<file path="src/nhisp_defs.svh">
// constants for the host two-wire slave port
//
// Contract
// [RULE_01] answer only address 010100 plus strap bit
// [RULE_02] work at 100 kHz, 400 kHz, 3.4 MHz
// [RULE_03] standby wake only on own address
// [RULE_04] device may stretch clock; master waits
// [RULE_05] no general call, 10-bit, or Fm+
// [RULE_06] interrupt line with configurable active polarity
// [RULE_07] own shift register, timing, hardware address match
// [RULE_08] pins serve bus only when nvm selects it
// [RULE_09] wake source in standby moves to active
// [RULE_10] interrupt while data pending, cleared after read
`ifndef NHISP_DEFS_SVH
`define NHISP_DEFS_SVH

// =====================================================================
// addressing
`define NHISP_ADDR_HDR 6'h14
`define NHISP_BITS_PER_BYTE 4'h8

// =====================================================================
// timing
`define NHISP_SYS_CLK_HZ 40000000
`define NHISP_SM_SCL_HZ 100000
`define NHISP_FM_SCL_HZ 400000
`define NHISP_HS_SCL_HZ 3400000
// system clocks per fastest serial clock period, rounded down
`define NHISP_HS_SCL_CYC (`NHISP_SYS_CLK_HZ / `NHISP_HS_SCL_HZ)

`endif

</file>
<file path="src/nhisp_pkg.sv">
// types for the host two-wire slave port
package nhisp_pkg;

    typedef enum logic [5:0] {
        NHISP_IDLE = 6'h01,
        NHISP_ADDR = 6'h02,
        NHISP_AACK = 6'h04,
        NHISP_RX   = 6'h08,
        NHISP_RACK = 6'h10,
        NHISP_TX   = 6'h20
    } nhisp_state_e;

endpackage : nhisp_pkg

</file>
<file path="src/nhisp_port.sv">
// two-wire slave port with wake, stretch and host interrupt
`timescale 1ns/1ps
`include "nhisp_defs.svh"

module nhisp_port
    import nhisp_pkg::*;
(
    input wire logic sys_clk_i,
    input wire logic reset_n_i,
    input wire logic bus_sel_i,
    input wire logic addr_select_strap_i,
    input wire logic serial_clock_pin_i,
    output logic serial_clock_pin_o,
    output logic serial_clock_pin_oe_o,
    input wire logic serial_data_pin_i,
    output logic serial_data_pin_o,
    output logic serial_data_pin_oe_o,
    input wire logic irq_active_high_i,
    output logic irq_o,
    input wire logic notify_i,
    input wire logic standby_req_i,
    input wire logic wake_src_i,
    output logic active_o,
    output logic wake_o,
    output logic [7:0] rx_data_o,
    output logic rx_valid_o,
    input wire logic [7:0] tx_data_i,
    input wire logic tx_valid_i,
    output logic tx_taken_o
);

    // =================================================================
    // pin synchronisers
    logic [2:0] scl_q, scl_d;
    logic [2:0] sda_q, sda_d;
    logic scl_rise, scl_fall, start_det, stop_det;

    always_comb begin
        scl_d = {scl_q[1:0], serial_clock_pin_i}; // [RULE_02]
        sda_d = {sda_q[1:0], serial_data_pin_i};
        // first stage feeds only the second; edges come from stages 2 and 3
        scl_rise = scl_q[1] & ~scl_q[2];
        scl_fall = ~scl_q[1] & scl_q[2];
        start_det = scl_q[1] & scl_q[2] & ~sda_q[1] & sda_q[2];
        stop_det = scl_q[1] & scl_q[2] & sda_q[1] & ~sda_q[2];
    end

    always_ff @(posedge sys_clk_i or negedge reset_n_i) begin
        if (!reset_n_i) begin
            scl_q <= 3'h7;
            sda_q <= 3'h7;
        end else begin
            scl_q <= scl_d;
            sda_q <= sda_d;
        end
    end

    // =================================================================
    // address match
    function automatic logic own_addr(input logic [7:0] b, input logic strap);
        // general call and 10-bit headers never equal this pattern
        own_addr = (b[7:2] == `NHISP_ADDR_HDR) && (b[1] == strap); // [RULE_01] [RULE_05]
    endfunction : own_addr

    logic strap_q, strap_d;

    // =================================================================
    // protocol engine
    nhisp_state_e state_q, state_d;
    logic [7:0] shift_q, shift_d;
    logic [3:0] cnt_q, cnt_d;
    logic rw_q, rw_d;
    logic nack_q, nack_d;
    logic stretch_q, stretch_d;
    logic sda_oe_q, sda_oe_d;
    logic rx_valid_q, rx_valid_d;
    logic [7:0] rx_data_q, rx_data_d;
    logic tx_taken_q, tx_taken_d;
    logic read_seen_q, read_seen_d;
    logic match_ev;
    logic load_now;

    always_comb begin
        state_d = state_q;
        shift_d = shift_q;
        cnt_d = cnt_q;
        rw_d = rw_q;
        nack_d = nack_q;
        stretch_d = stretch_q;
        sda_oe_d = sda_oe_q;
        rx_valid_d = 1'b0;
        rx_data_d = rx_data_q;
        tx_taken_d = 1'b0;
        read_seen_d = read_seen_q;
        match_ev = 1'b0;
        load_now = 1'b0;
        strap_d = strap_q;

        if (!bus_sel_i) begin
            // pins belong to another function: release everything
            state_d = NHISP_IDLE; // [RULE_08]
            sda_oe_d = 1'b0;
            stretch_d = 1'b0;
            read_seen_d = 1'b0;
        end else if (start_det) begin
            state_d = NHISP_ADDR;
            cnt_d = 4'h0;
            sda_oe_d = 1'b0;
            stretch_d = 1'b0;
            strap_d = addr_select_strap_i;
        end else if (stop_det) begin
            state_d = NHISP_IDLE;
            sda_oe_d = 1'b0;
            stretch_d = 1'b0;
            read_seen_d = 1'b0;
        end else if (stretch_q) begin
            // clock held low until a byte is offered, then one cycle more so data settles before the clock goes
            if (tx_taken_q) begin
                stretch_d = 1'b0;
            end else if (tx_valid_i) begin
                load_now = 1'b1; // [RULE_04]
            end
        end else begin
            case (state_q)
                NHISP_ADDR, NHISP_RX: begin
                    if (scl_rise) begin
                        shift_d = {shift_q[6:0], sda_q[2]}; // [RULE_07]
                        cnt_d = cnt_q + 4'h1;
                    end else if (scl_fall && cnt_q == `NHISP_BITS_PER_BYTE) begin
                        cnt_d = 4'h0;
                        if (state_q == NHISP_RX) begin
                            rx_data_d = shift_q;
                            rx_valid_d = 1'b1;
                            sda_oe_d = 1'b1;
                            state_d = NHISP_RACK;
                        end else if (own_addr(shift_q, strap_q)) begin
                            match_ev = 1'b1;
                            rw_d = shift_q[0];
                            sda_oe_d = 1'b1;
                            state_d = NHISP_AACK;
                        end else begin
                            state_d = NHISP_IDLE;
                        end
                    end
                end
                NHISP_RACK: begin
                    if (scl_fall) begin
                        sda_oe_d = 1'b0;
                        state_d = NHISP_RX;
                    end
                end
                NHISP_AACK: begin
                    if (scl_fall) begin
                        sda_oe_d = 1'b0;
                        if (!rw_q) begin
                            state_d = NHISP_RX;
                        end else if (tx_valid_i) begin
                            load_now = 1'b1;
                        end else begin
                            stretch_d = 1'b1; // [RULE_04]
                        end
                    end
                end
                NHISP_TX: begin
                    if (scl_rise) begin
                        cnt_d = cnt_q + 4'h1;
                        if (cnt_q == `NHISP_BITS_PER_BYTE) begin
                            nack_d = sda_q[2];
                        end
                    end else if (scl_fall) begin
                        if (cnt_q == `NHISP_BITS_PER_BYTE) begin
                            sda_oe_d = 1'b0;
                        end else if (cnt_q > `NHISP_BITS_PER_BYTE) begin
                            if (nack_q) begin
                                state_d = NHISP_IDLE;
                            end else if (tx_valid_i) begin
                                load_now = 1'b1;
                            end else begin
                                stretch_d = 1'b1; // [RULE_04]
                            end
                        end else begin
                            shift_d = {shift_q[6:0], 1'b0};
                            sda_oe_d = ~shift_q[6];
                        end
                    end
                end
                default: begin
                    state_d = NHISP_IDLE;
                end
            endcase
        end

        if (load_now) begin
            shift_d = tx_data_i; // [RULE_07]
            sda_oe_d = ~tx_data_i[7];
            cnt_d = 4'h0;
            nack_d = 1'b0;
            tx_taken_d = 1'b1;
            read_seen_d = 1'b1;
            state_d = NHISP_TX;
        end
    end

    always_ff @(posedge sys_clk_i or negedge reset_n_i) begin
        if (!reset_n_i) begin
            state_q <= NHISP_IDLE;
            shift_q <= 8'h00;
            cnt_q <= 4'h0;
            rw_q <= 1'b0;
            nack_q <= 1'b0;
            stretch_q <= 1'b0;
            sda_oe_q <= 1'b0;
            rx_valid_q <= 1'b0;
            rx_data_q <= 8'h00;
            tx_taken_q <= 1'b0;
            read_seen_q <= 1'b0;
            strap_q <= 1'b0;
        end else begin
            state_q <= state_d;
            shift_q <= shift_d;
            cnt_q <= cnt_d;
            rw_q <= rw_d;
            nack_q <= nack_d;
            stretch_q <= stretch_d;
            sda_oe_q <= sda_oe_d;
            rx_valid_q <= rx_valid_d;
            rx_data_q <= rx_data_d;
            tx_taken_q <= tx_taken_d;
            read_seen_q <= read_seen_d;
            strap_q <= strap_d;
        end
    end

    // =================================================================
    // power state, wake and host interrupt
    logic active_q, active_d;
    logic wake_q, wake_d;
    logic pending_q, pending_d;
    logic irq_q, irq_d;

    always_comb begin
        active_d = active_q;
        wake_d = 1'b0;
        if (!active_q && (match_ev || wake_src_i)) begin
            // only own-address traffic reaches match_ev
            active_d = 1'b1; // [RULE_03] [RULE_09]
            wake_d = 1'b1;
        end else if (active_q && standby_req_i) begin
            active_d = 1'b0;
        end
        pending_d = pending_q;
        // clear after a read that moved data, new notice wins
        if (stop_det && read_seen_q) begin
            pending_d = 1'b0; // [RULE_10]
        end
        if (notify_i) begin
            pending_d = 1'b1; // [RULE_10]
        end
        irq_d = irq_active_high_i ? pending_q : ~pending_q; // [RULE_06]
    end

    always_ff @(posedge sys_clk_i or negedge reset_n_i) begin
        if (!reset_n_i) begin
            active_q <= 1'b1;
            wake_q <= 1'b0;
            pending_q <= 1'b0;
            irq_q <= 1'b0;
        end else begin
            active_q <= active_d;
            wake_q <= wake_d;
            pending_q <= pending_d;
            irq_q <= irq_d;
        end
    end

    // =================================================================
    // outputs
    logic pin_lo_q;

    always_ff @(posedge sys_clk_i or negedge reset_n_i) begin
        if (!reset_n_i) begin
            pin_lo_q <= 1'b0;
        end else begin
            pin_lo_q <= 1'b0;
        end
    end

    assign serial_clock_pin_o = pin_lo_q;
    assign serial_data_pin_o = pin_lo_q;
    assign serial_clock_pin_oe_o = stretch_q;
    assign serial_data_pin_oe_o = sda_oe_q;
    assign irq_o = irq_q;
    assign active_o = active_q;
    assign wake_o = wake_q;
    assign rx_data_o = rx_data_q;
    assign rx_valid_o = rx_valid_q;
    assign tx_taken_o = tx_taken_q;

endmodule : nhisp_port

</file>
<file path="config.mk">
export PLATFORM = sky130hd
export DESIGN_NAME = nhisp_port
export DESIGN_NICKNAME = d
export VERILOG_FILES = /design/src/nhisp_pkg.sv /design/src/nhisp_port.sv
export VERILOG_INCLUDE_DIRS = /design/src
export SDC_FILE = /design/constraint.sdc
export NUM_CORES = 1
export LEC_CHECK = 0
export BUFFER_PORTS_ARGS = -buffer_cell sky130_fd_sc_hd__buf_4
export CORE_MARGIN = 2
export CORE_UTILIZATION = 35
export DETAILED_ROUTE_END_ITERATION = 8
export REMOVE_ABC_BUFFERS = 1
export SLEW_MARGIN = 0
export SYNTH_ARGS = -nofsm -noshare
export SYNTH_HDL_FRONTEND = slang
export SYNTH_SLANG_ARGS = --single-unit
</file>
<file path="constraint.sdc">
create_clock -name sys_clk_i -period 3 [get_ports sys_clk_i]
set_input_delay 0.45 -clock sys_clk_i [delete_from_list [all_inputs] [get_ports sys_clk_i]]
set_output_delay 0.45 -clock sys_clk_i [all_outputs]
set_load 0.005 [all_outputs]
</file>
==> Word-level counts from Yosys, hierarchy flattened <==
Cells that the tools add are included.
W data, S select, Z words.
{ "classes": {"add_sub_neg": 1, "order_cmp": 1, "eq_ne": 37, "mux": 117, "bitwise": 19, "reduce_logical": 26} }
{ "ops": {"columns": ["op", "count"], "rows": [
  ["$mux W6", 15],
  ["$mux W8", 10],
  ["$mux W1", 76],
  ["$ne A6 B6 Y1 const B", 10],
  ["$mux W4", 8],
  ["$pmux W6 S4", 1],
  ["$reduce_and A9 Y1", 2],
  ["$pmux W8 S2", 1],
  ["$ne A3 B3 Y1 const B", 5],
  ["$ne A7 B7 Y1 const B", 2],
  ["$eq A6 B5 Y1 const B", 2],
  ["$not A1 Y1", 12],
  ["$reduce_bool A2 Y1", 6],
  ["$reduce_and A11 Y1", 1],
  ["$reduce_and A10 Y1", 1],
  ["$ne A3 B2 Y1 const B", 3],
  ["$pmux W4 S2", 1],
  ["$reduce_and A8 Y1", 1],
  ["$and A1 B1 Y1", 7],
  ["$ne A7 B2 Y1 const B", 1],
  ["$reduce_and A7 Y1", 1],
  ["$eq A6 B2 Y1 const B", 1],
  ["$eq A6 B3 Y1 const B", 1],
  ["$eq A6 B4 Y1 const B", 1],
  ["other kinds (23)", 32]
]} }
{ "totals": {"register_bits": 44, "in_bits": 19, "output_inout_bits": 17} }

==> Depth between registers and ports, before layout <==
{ "logic_depth": {"word_depth": 14, "depth_mapped": 10} }

==> Worst setup path after synthesis <==
No wires, ideal clock.
{ "synth_path": {"kind": "register to register", "from": "register scl_q[2]", "to": "register shift_q[3]", "setup_ps": 125, "arrival_ps": 2030, "slack_ps": 845, "stages_incl_launch_ff": 9, "period_less_slack_ps": 2155, "path_cell_list": "dfstp_2 > or3b_1 > nand2_1 > and3_4 > nand2_8 > inv_6 > buf_8 > mux2_4 > mux2_4"} }
{ "synth_via": {"elab_chain_len": 10, "word_cells_on_any_way": 28, "cone_classes": "eq/ne: 8; mux: 9; bitwise: 8; reduce/logical: 3"} }
{ "synth_lines": {"columns": ["item", "line_no", "text"], "rows": [
  ["start: declaration", "nhisp_port.sv:34", "logic [2:0] scl_q, scl_d;"],
  ["start signal: assignment", "nhisp_port.sv:53", "scl_q <= scl_d;"],
  ["$and A1 B1 Y1 or $not A1 Y1 (tied branches)", "nhisp_port.sv:43, nhisp_port.sv:42", null],
  ["$mux W1 or $and A1 B1 Y1 (tied branches)", "nhisp_port.sv:170, nhisp_port.sv:42", null],
  ["$mux W1", "nhisp_port.sv:165", "if (scl_rise) begin"],
  ["$pmux W1 S2", "nhisp_port.sv:124", "case (state_q)"],
  ["$mux W1", "nhisp_port.sv:116", "end else if (stretch_q) begin"],
  ["$mux W1", "nhisp_port.sv:111", "end else if (stop_det) begin"],
  ["$mux W1 (*)", "nhisp_port.sv:105", "end else if (start_det) begin"],
  ["$mux W1 (*)", "nhisp_port.sv:99", "if (!bus_sel_i) begin"],
  ["via load_now", "nhisp_port.sv:81", "logic load_now;"],
  ["$ne A3 B3 Y1 (no source line) (tied with other cells)", null, null],
  ["$reduce_and A10 Y1 (no source line)", null, null],
  ["end signal: assignment", "nhisp_port.sv:220", "shift_q <= shift_d;"],
  ["end: declaration", "nhisp_port.sv:70", "logic [7:0] shift_q, shift_d;"]
]} }
The timed path passes the listed nets; every way through them passes the cells marked *.
A chain may end at the register's enable or synchronous reset.

==> Worst setup path in the final report <==
{ "layout_path": {"from": "register sda_q[2]", "to": "register shift_q[1]"} }
{ "layout_via": {"elab_chain_len": 7, "word_cells_on_any_way": 18, "cone_classes": "eq/ne: 8; mux: 4; bitwise: 3; reduce/logical: 3"} }
{ "layout_lines": {"columns": ["item", "line_no", "text"], "rows": [
  ["start: declaration", "nhisp_port.sv:35", "logic [2:0] sda_q, sda_d;"],
  ["start signal: assignment", "nhisp_port.sv:51", "sda_q <= 3'h7;"],
  ["start signal: assignment", "nhisp_port.sv:54", "sda_q <= sda_d;"],
  ["$not A1 Y1", "nhisp_port.sv:45", "stop_det = scl_q[1] & scl_q[2] & sda_q[1] & ~sda_q[2];"],
  ["$and A1 B1 Y1", "nhisp_port.sv:45", null],
  ["$mux W1", "nhisp_port.sv:111", null],
  ["$mux W1", "nhisp_port.sv:105", null],
  ["$mux W1", "nhisp_port.sv:99", null],
  ["$ne A3 B3 Y1 (no source line) (tied with other cells)", null, null],
  ["$reduce_and A10 Y1 (no source line)", null, null]
]} }
Several ways; a longest one is shown, not always the timed one.

==> metrics.md <==
| Metric | Value |
|---|---|
| Status | finished, final reports clean |
| Max-cap violations | 0 |
| HPWL Detailed | 3.71 mm |
| Hold_buf cts | 0 |
| Tot Pwr | 0.00114 W |
| Number of global-route vias before repair | 1747 |
| Critical Path RT | 3.19 ns |
| Fin. Hold Viols | 0 |
| Post-synth top area share | 37.6% |
| CTS Buffer Depth | 2 |
| Number of synthesized flops with an enable pin | 0 |
| Ratio of cells with drive above 1 in the final layout | 34.3% |
| Top post-synthesis cells by count | dfrtp_1, nor2_1, mux2_4, nand2_1, nand3_1 |
| Pleak | 1.27 nW |
| Period utilisation layout | 77.9% |
| Via density | 5.36 |
| Post-CTS Setup Bufs | 0 |
| Total gr overflow | 0 |
| Cell Area, Synth | 0.00240 mm2 |
| Fraction of registers with async set/reset | 100% |
| HP Class | in2async |
| Cell with the most instances after synthesis | dfrtp_1 |
| Synth cell types | 60 |
| Via count | 1758 |
| Fill cells | 631 |
| Pin count of the biggest net entering global routing | 45 |
| Crit path kind | reg2reg |
| Clk root buf | clkbuf_8 |
| Design area | 0.00280 mm2 |
| Worst Path Arrival | 2.53 ns |
| H-tree Lvls | 2 |
| Power density cells | 408 mW/mm2 |
| Die Area | 0.00753 mm2 |
| Total CTS buffers | 5 |
| Max-slew violation count | 0 |
| Critical Path Source Type | flop |
| GP Congestion | 0.913 |
| Nets | 268 |
| CTS tree | yes |
| Num Clock Sinks | 44 |
| Normalized max-slew margin | 63.5% |
| Num ports | 36 |
| RSZ-0062 raised after global routing | false |
| DR iter-0 viols | 115 |
| Core area | 0.00672 mm2 |
| Routed wire length | 5.11 mm |
| Die H | 86.8 um |
| Cells after Synth | 212 |
| Setup Skew | 0.00773 ns |
| Initial antenna violation count | 0 |
| Maximum VDD drop | 0.340 mV |
| Wirelength per Cell | 15.6 um |
| Antenna-violating nets left | 0 |
| Final setup violation count | 0 |
| Global-route wire length before repair | 8.66 mm |
| Die X | 86.8 um |
| Synth-to-layout area growth | 16.6% |
| Cell Rows | 30 |
| Port Buf Inserts | 33 |
| Mean Syn Cell Area | 11.3 um2 |
| Final Critical Period | 2.34 ns |
| Ys Warns | 0 |
| Dpl cell area | 0.00270 mm2 |
| Clock transition at the registers of the reported paths | 0.09 ns |
| Register area share after synthesis | 46.3% |
| Hold_ws | 0.120 ns |
| Antenna cells | 0 |
| Post_cts resized | 0 |
| Ys flop type | dfrtp_1 |
| Yosys top cell by area | dfrtp_1 |
| Initial Utilization | 35.7% |
| Worst-skew pair later-pin latency | 0.30 ns |
| GRT Overall Usage | 14.8% |
| DRC Markers | 0 |
| Synth area leaders | dfrtp_1, dfstp_2, mux2_4 |
| Slew at the pin with the worst max-slew slack | 0.547 ns |
| F_max | 0.428 GHz |
| Post-synthesis register bit count | 44 |
| Setup TNS Final | 0 ns |
| Drt first pass iters | 4 |
| CP max FO | 12 |
| Crit. End Element | flop |
[stage by stage]
step                worst slack [ns]  utilization [%]  instances
finish                         0.664             41.6        328
global route                   0.525             41.6        328
CTS                            0.655             41.6        328
detailed placement             0.690             40.2        320
global placement               0.707             40.2        320
floorplan                      0.580                -        206
[area by class of cell]
cell class / instances / area (um2) / share of cell area (%)
multi-input combinational: 155 / 1200 / 43.0
sequential: 44 / 1110 / 39.7
timing repair buffer: 34 / 255 / 9.13
tap: 80 / 100 / 3.58
clock buffer: 6 / 82.6 / 2.95
inverter: 7 / 31.3 / 1.12
clock inverter: 2 / 13.8 / 0.492
[cell families (layout without fill, tap and decap cells)]
| logic type | Yosys count | in the layout | share of synthesized area, % |
|---|---|---|---|
| buffers and inverters | 14 | 49 | 3.70 |
| other | 1 | 2 | 0.156 |
| multiplexers | 31 | 31 | 16.3 |
| AO/OA/AOI/OAI | 38 | 38 | 12.4 |
| flip-flops | 44 | 44 | 46.3 |
| XOR/XNOR | 4 | 4 | 1.46 |
| adder cells (fa/ha/maj) | 2 | 2 | 1.04 |
| AND/OR/NAND/NOR | 78 | 78 | 18.6 |
[state kept, by name (all words and copies together) (netlist names), 3 cells and up]
signal,count
shift_q,8
state_q,6
cnt_q,4
sda_q,3
scl_q,3
rx_data_o,8
[where the power goes]
part           switching, W   total, W  internal, W
registers         0.0000199   0.000635     0.000616
logic             0.0000532  0.0000993    0.0000461
clock network      0.000217   0.000405     0.000189
[layout by cell type (no fill, tap or decap), types with 3 or more instances in the layout]
| cell type | n |
|---|---|
| dfrtp_1 | 36 |
| buf_4 | 34 |
| nor2_1 | 18 |
| nand2_1 | 13 |
| nand3_1 | 13 |
| mux2_4 | 13 |
| mux2_2 | 11 |
| o21ai_0 | 8 |
| dfstp_2 | 8 |
| inv_1 | 6 |
| nand2b_1 | 6 |
| mux2i_1 | 6 |
| clkbuf_8 | 6 |
| a21oi_1 | 5 |
| nor2b_1 | 4 |
| a31oi_1 | 3 |
| xnor2_1 | 3 |
| nor4_1 | 3 |
[critical path, stage by stage (launching register included)]
cell     delay [ns]
dfstp_2        0.60
xor2_1         0.11
a31oi_1        0.36
and3_4         0.32
nand2_8        0.10
inv_6          0.14
mux2_2         0.35
mux2_4         0.25
[per-layer routing]
layer | share of wire (%) | up-vias | track usage [%] | wire, um
li1 | - | 847 | - | -
met1 | 46 | 851 | 20.6 | 2350
met2 | 47 | 52 | 22.5 | 2400
met3 | 5.0 | 8 | 3.14 | 254
met4 | 2.0 | 0 | 5.54 | 101
met5 | 0 | - | 0 | 0
[path summary, 6_finish.rpt]
kind                       cells after the start    endpoint         startpoint  slack [ns]
max                                            7  shift_q[1]           sda_q[2]        0.66
min in group sys_clk_i                         1    sda_q[0]  serial_data_pin_i        0.25
min                                            1       irq_o          reset_n_i        0.12
max in group asynchronous                      1    active_o          reset_n_i        2.49
max reg2reg                                    7  shift_q[1]           sda_q[2]        0.66
min reg2reg                                    0    scl_q[1]           scl_q[0]        0.36
(Power assumes the default switching activity.)
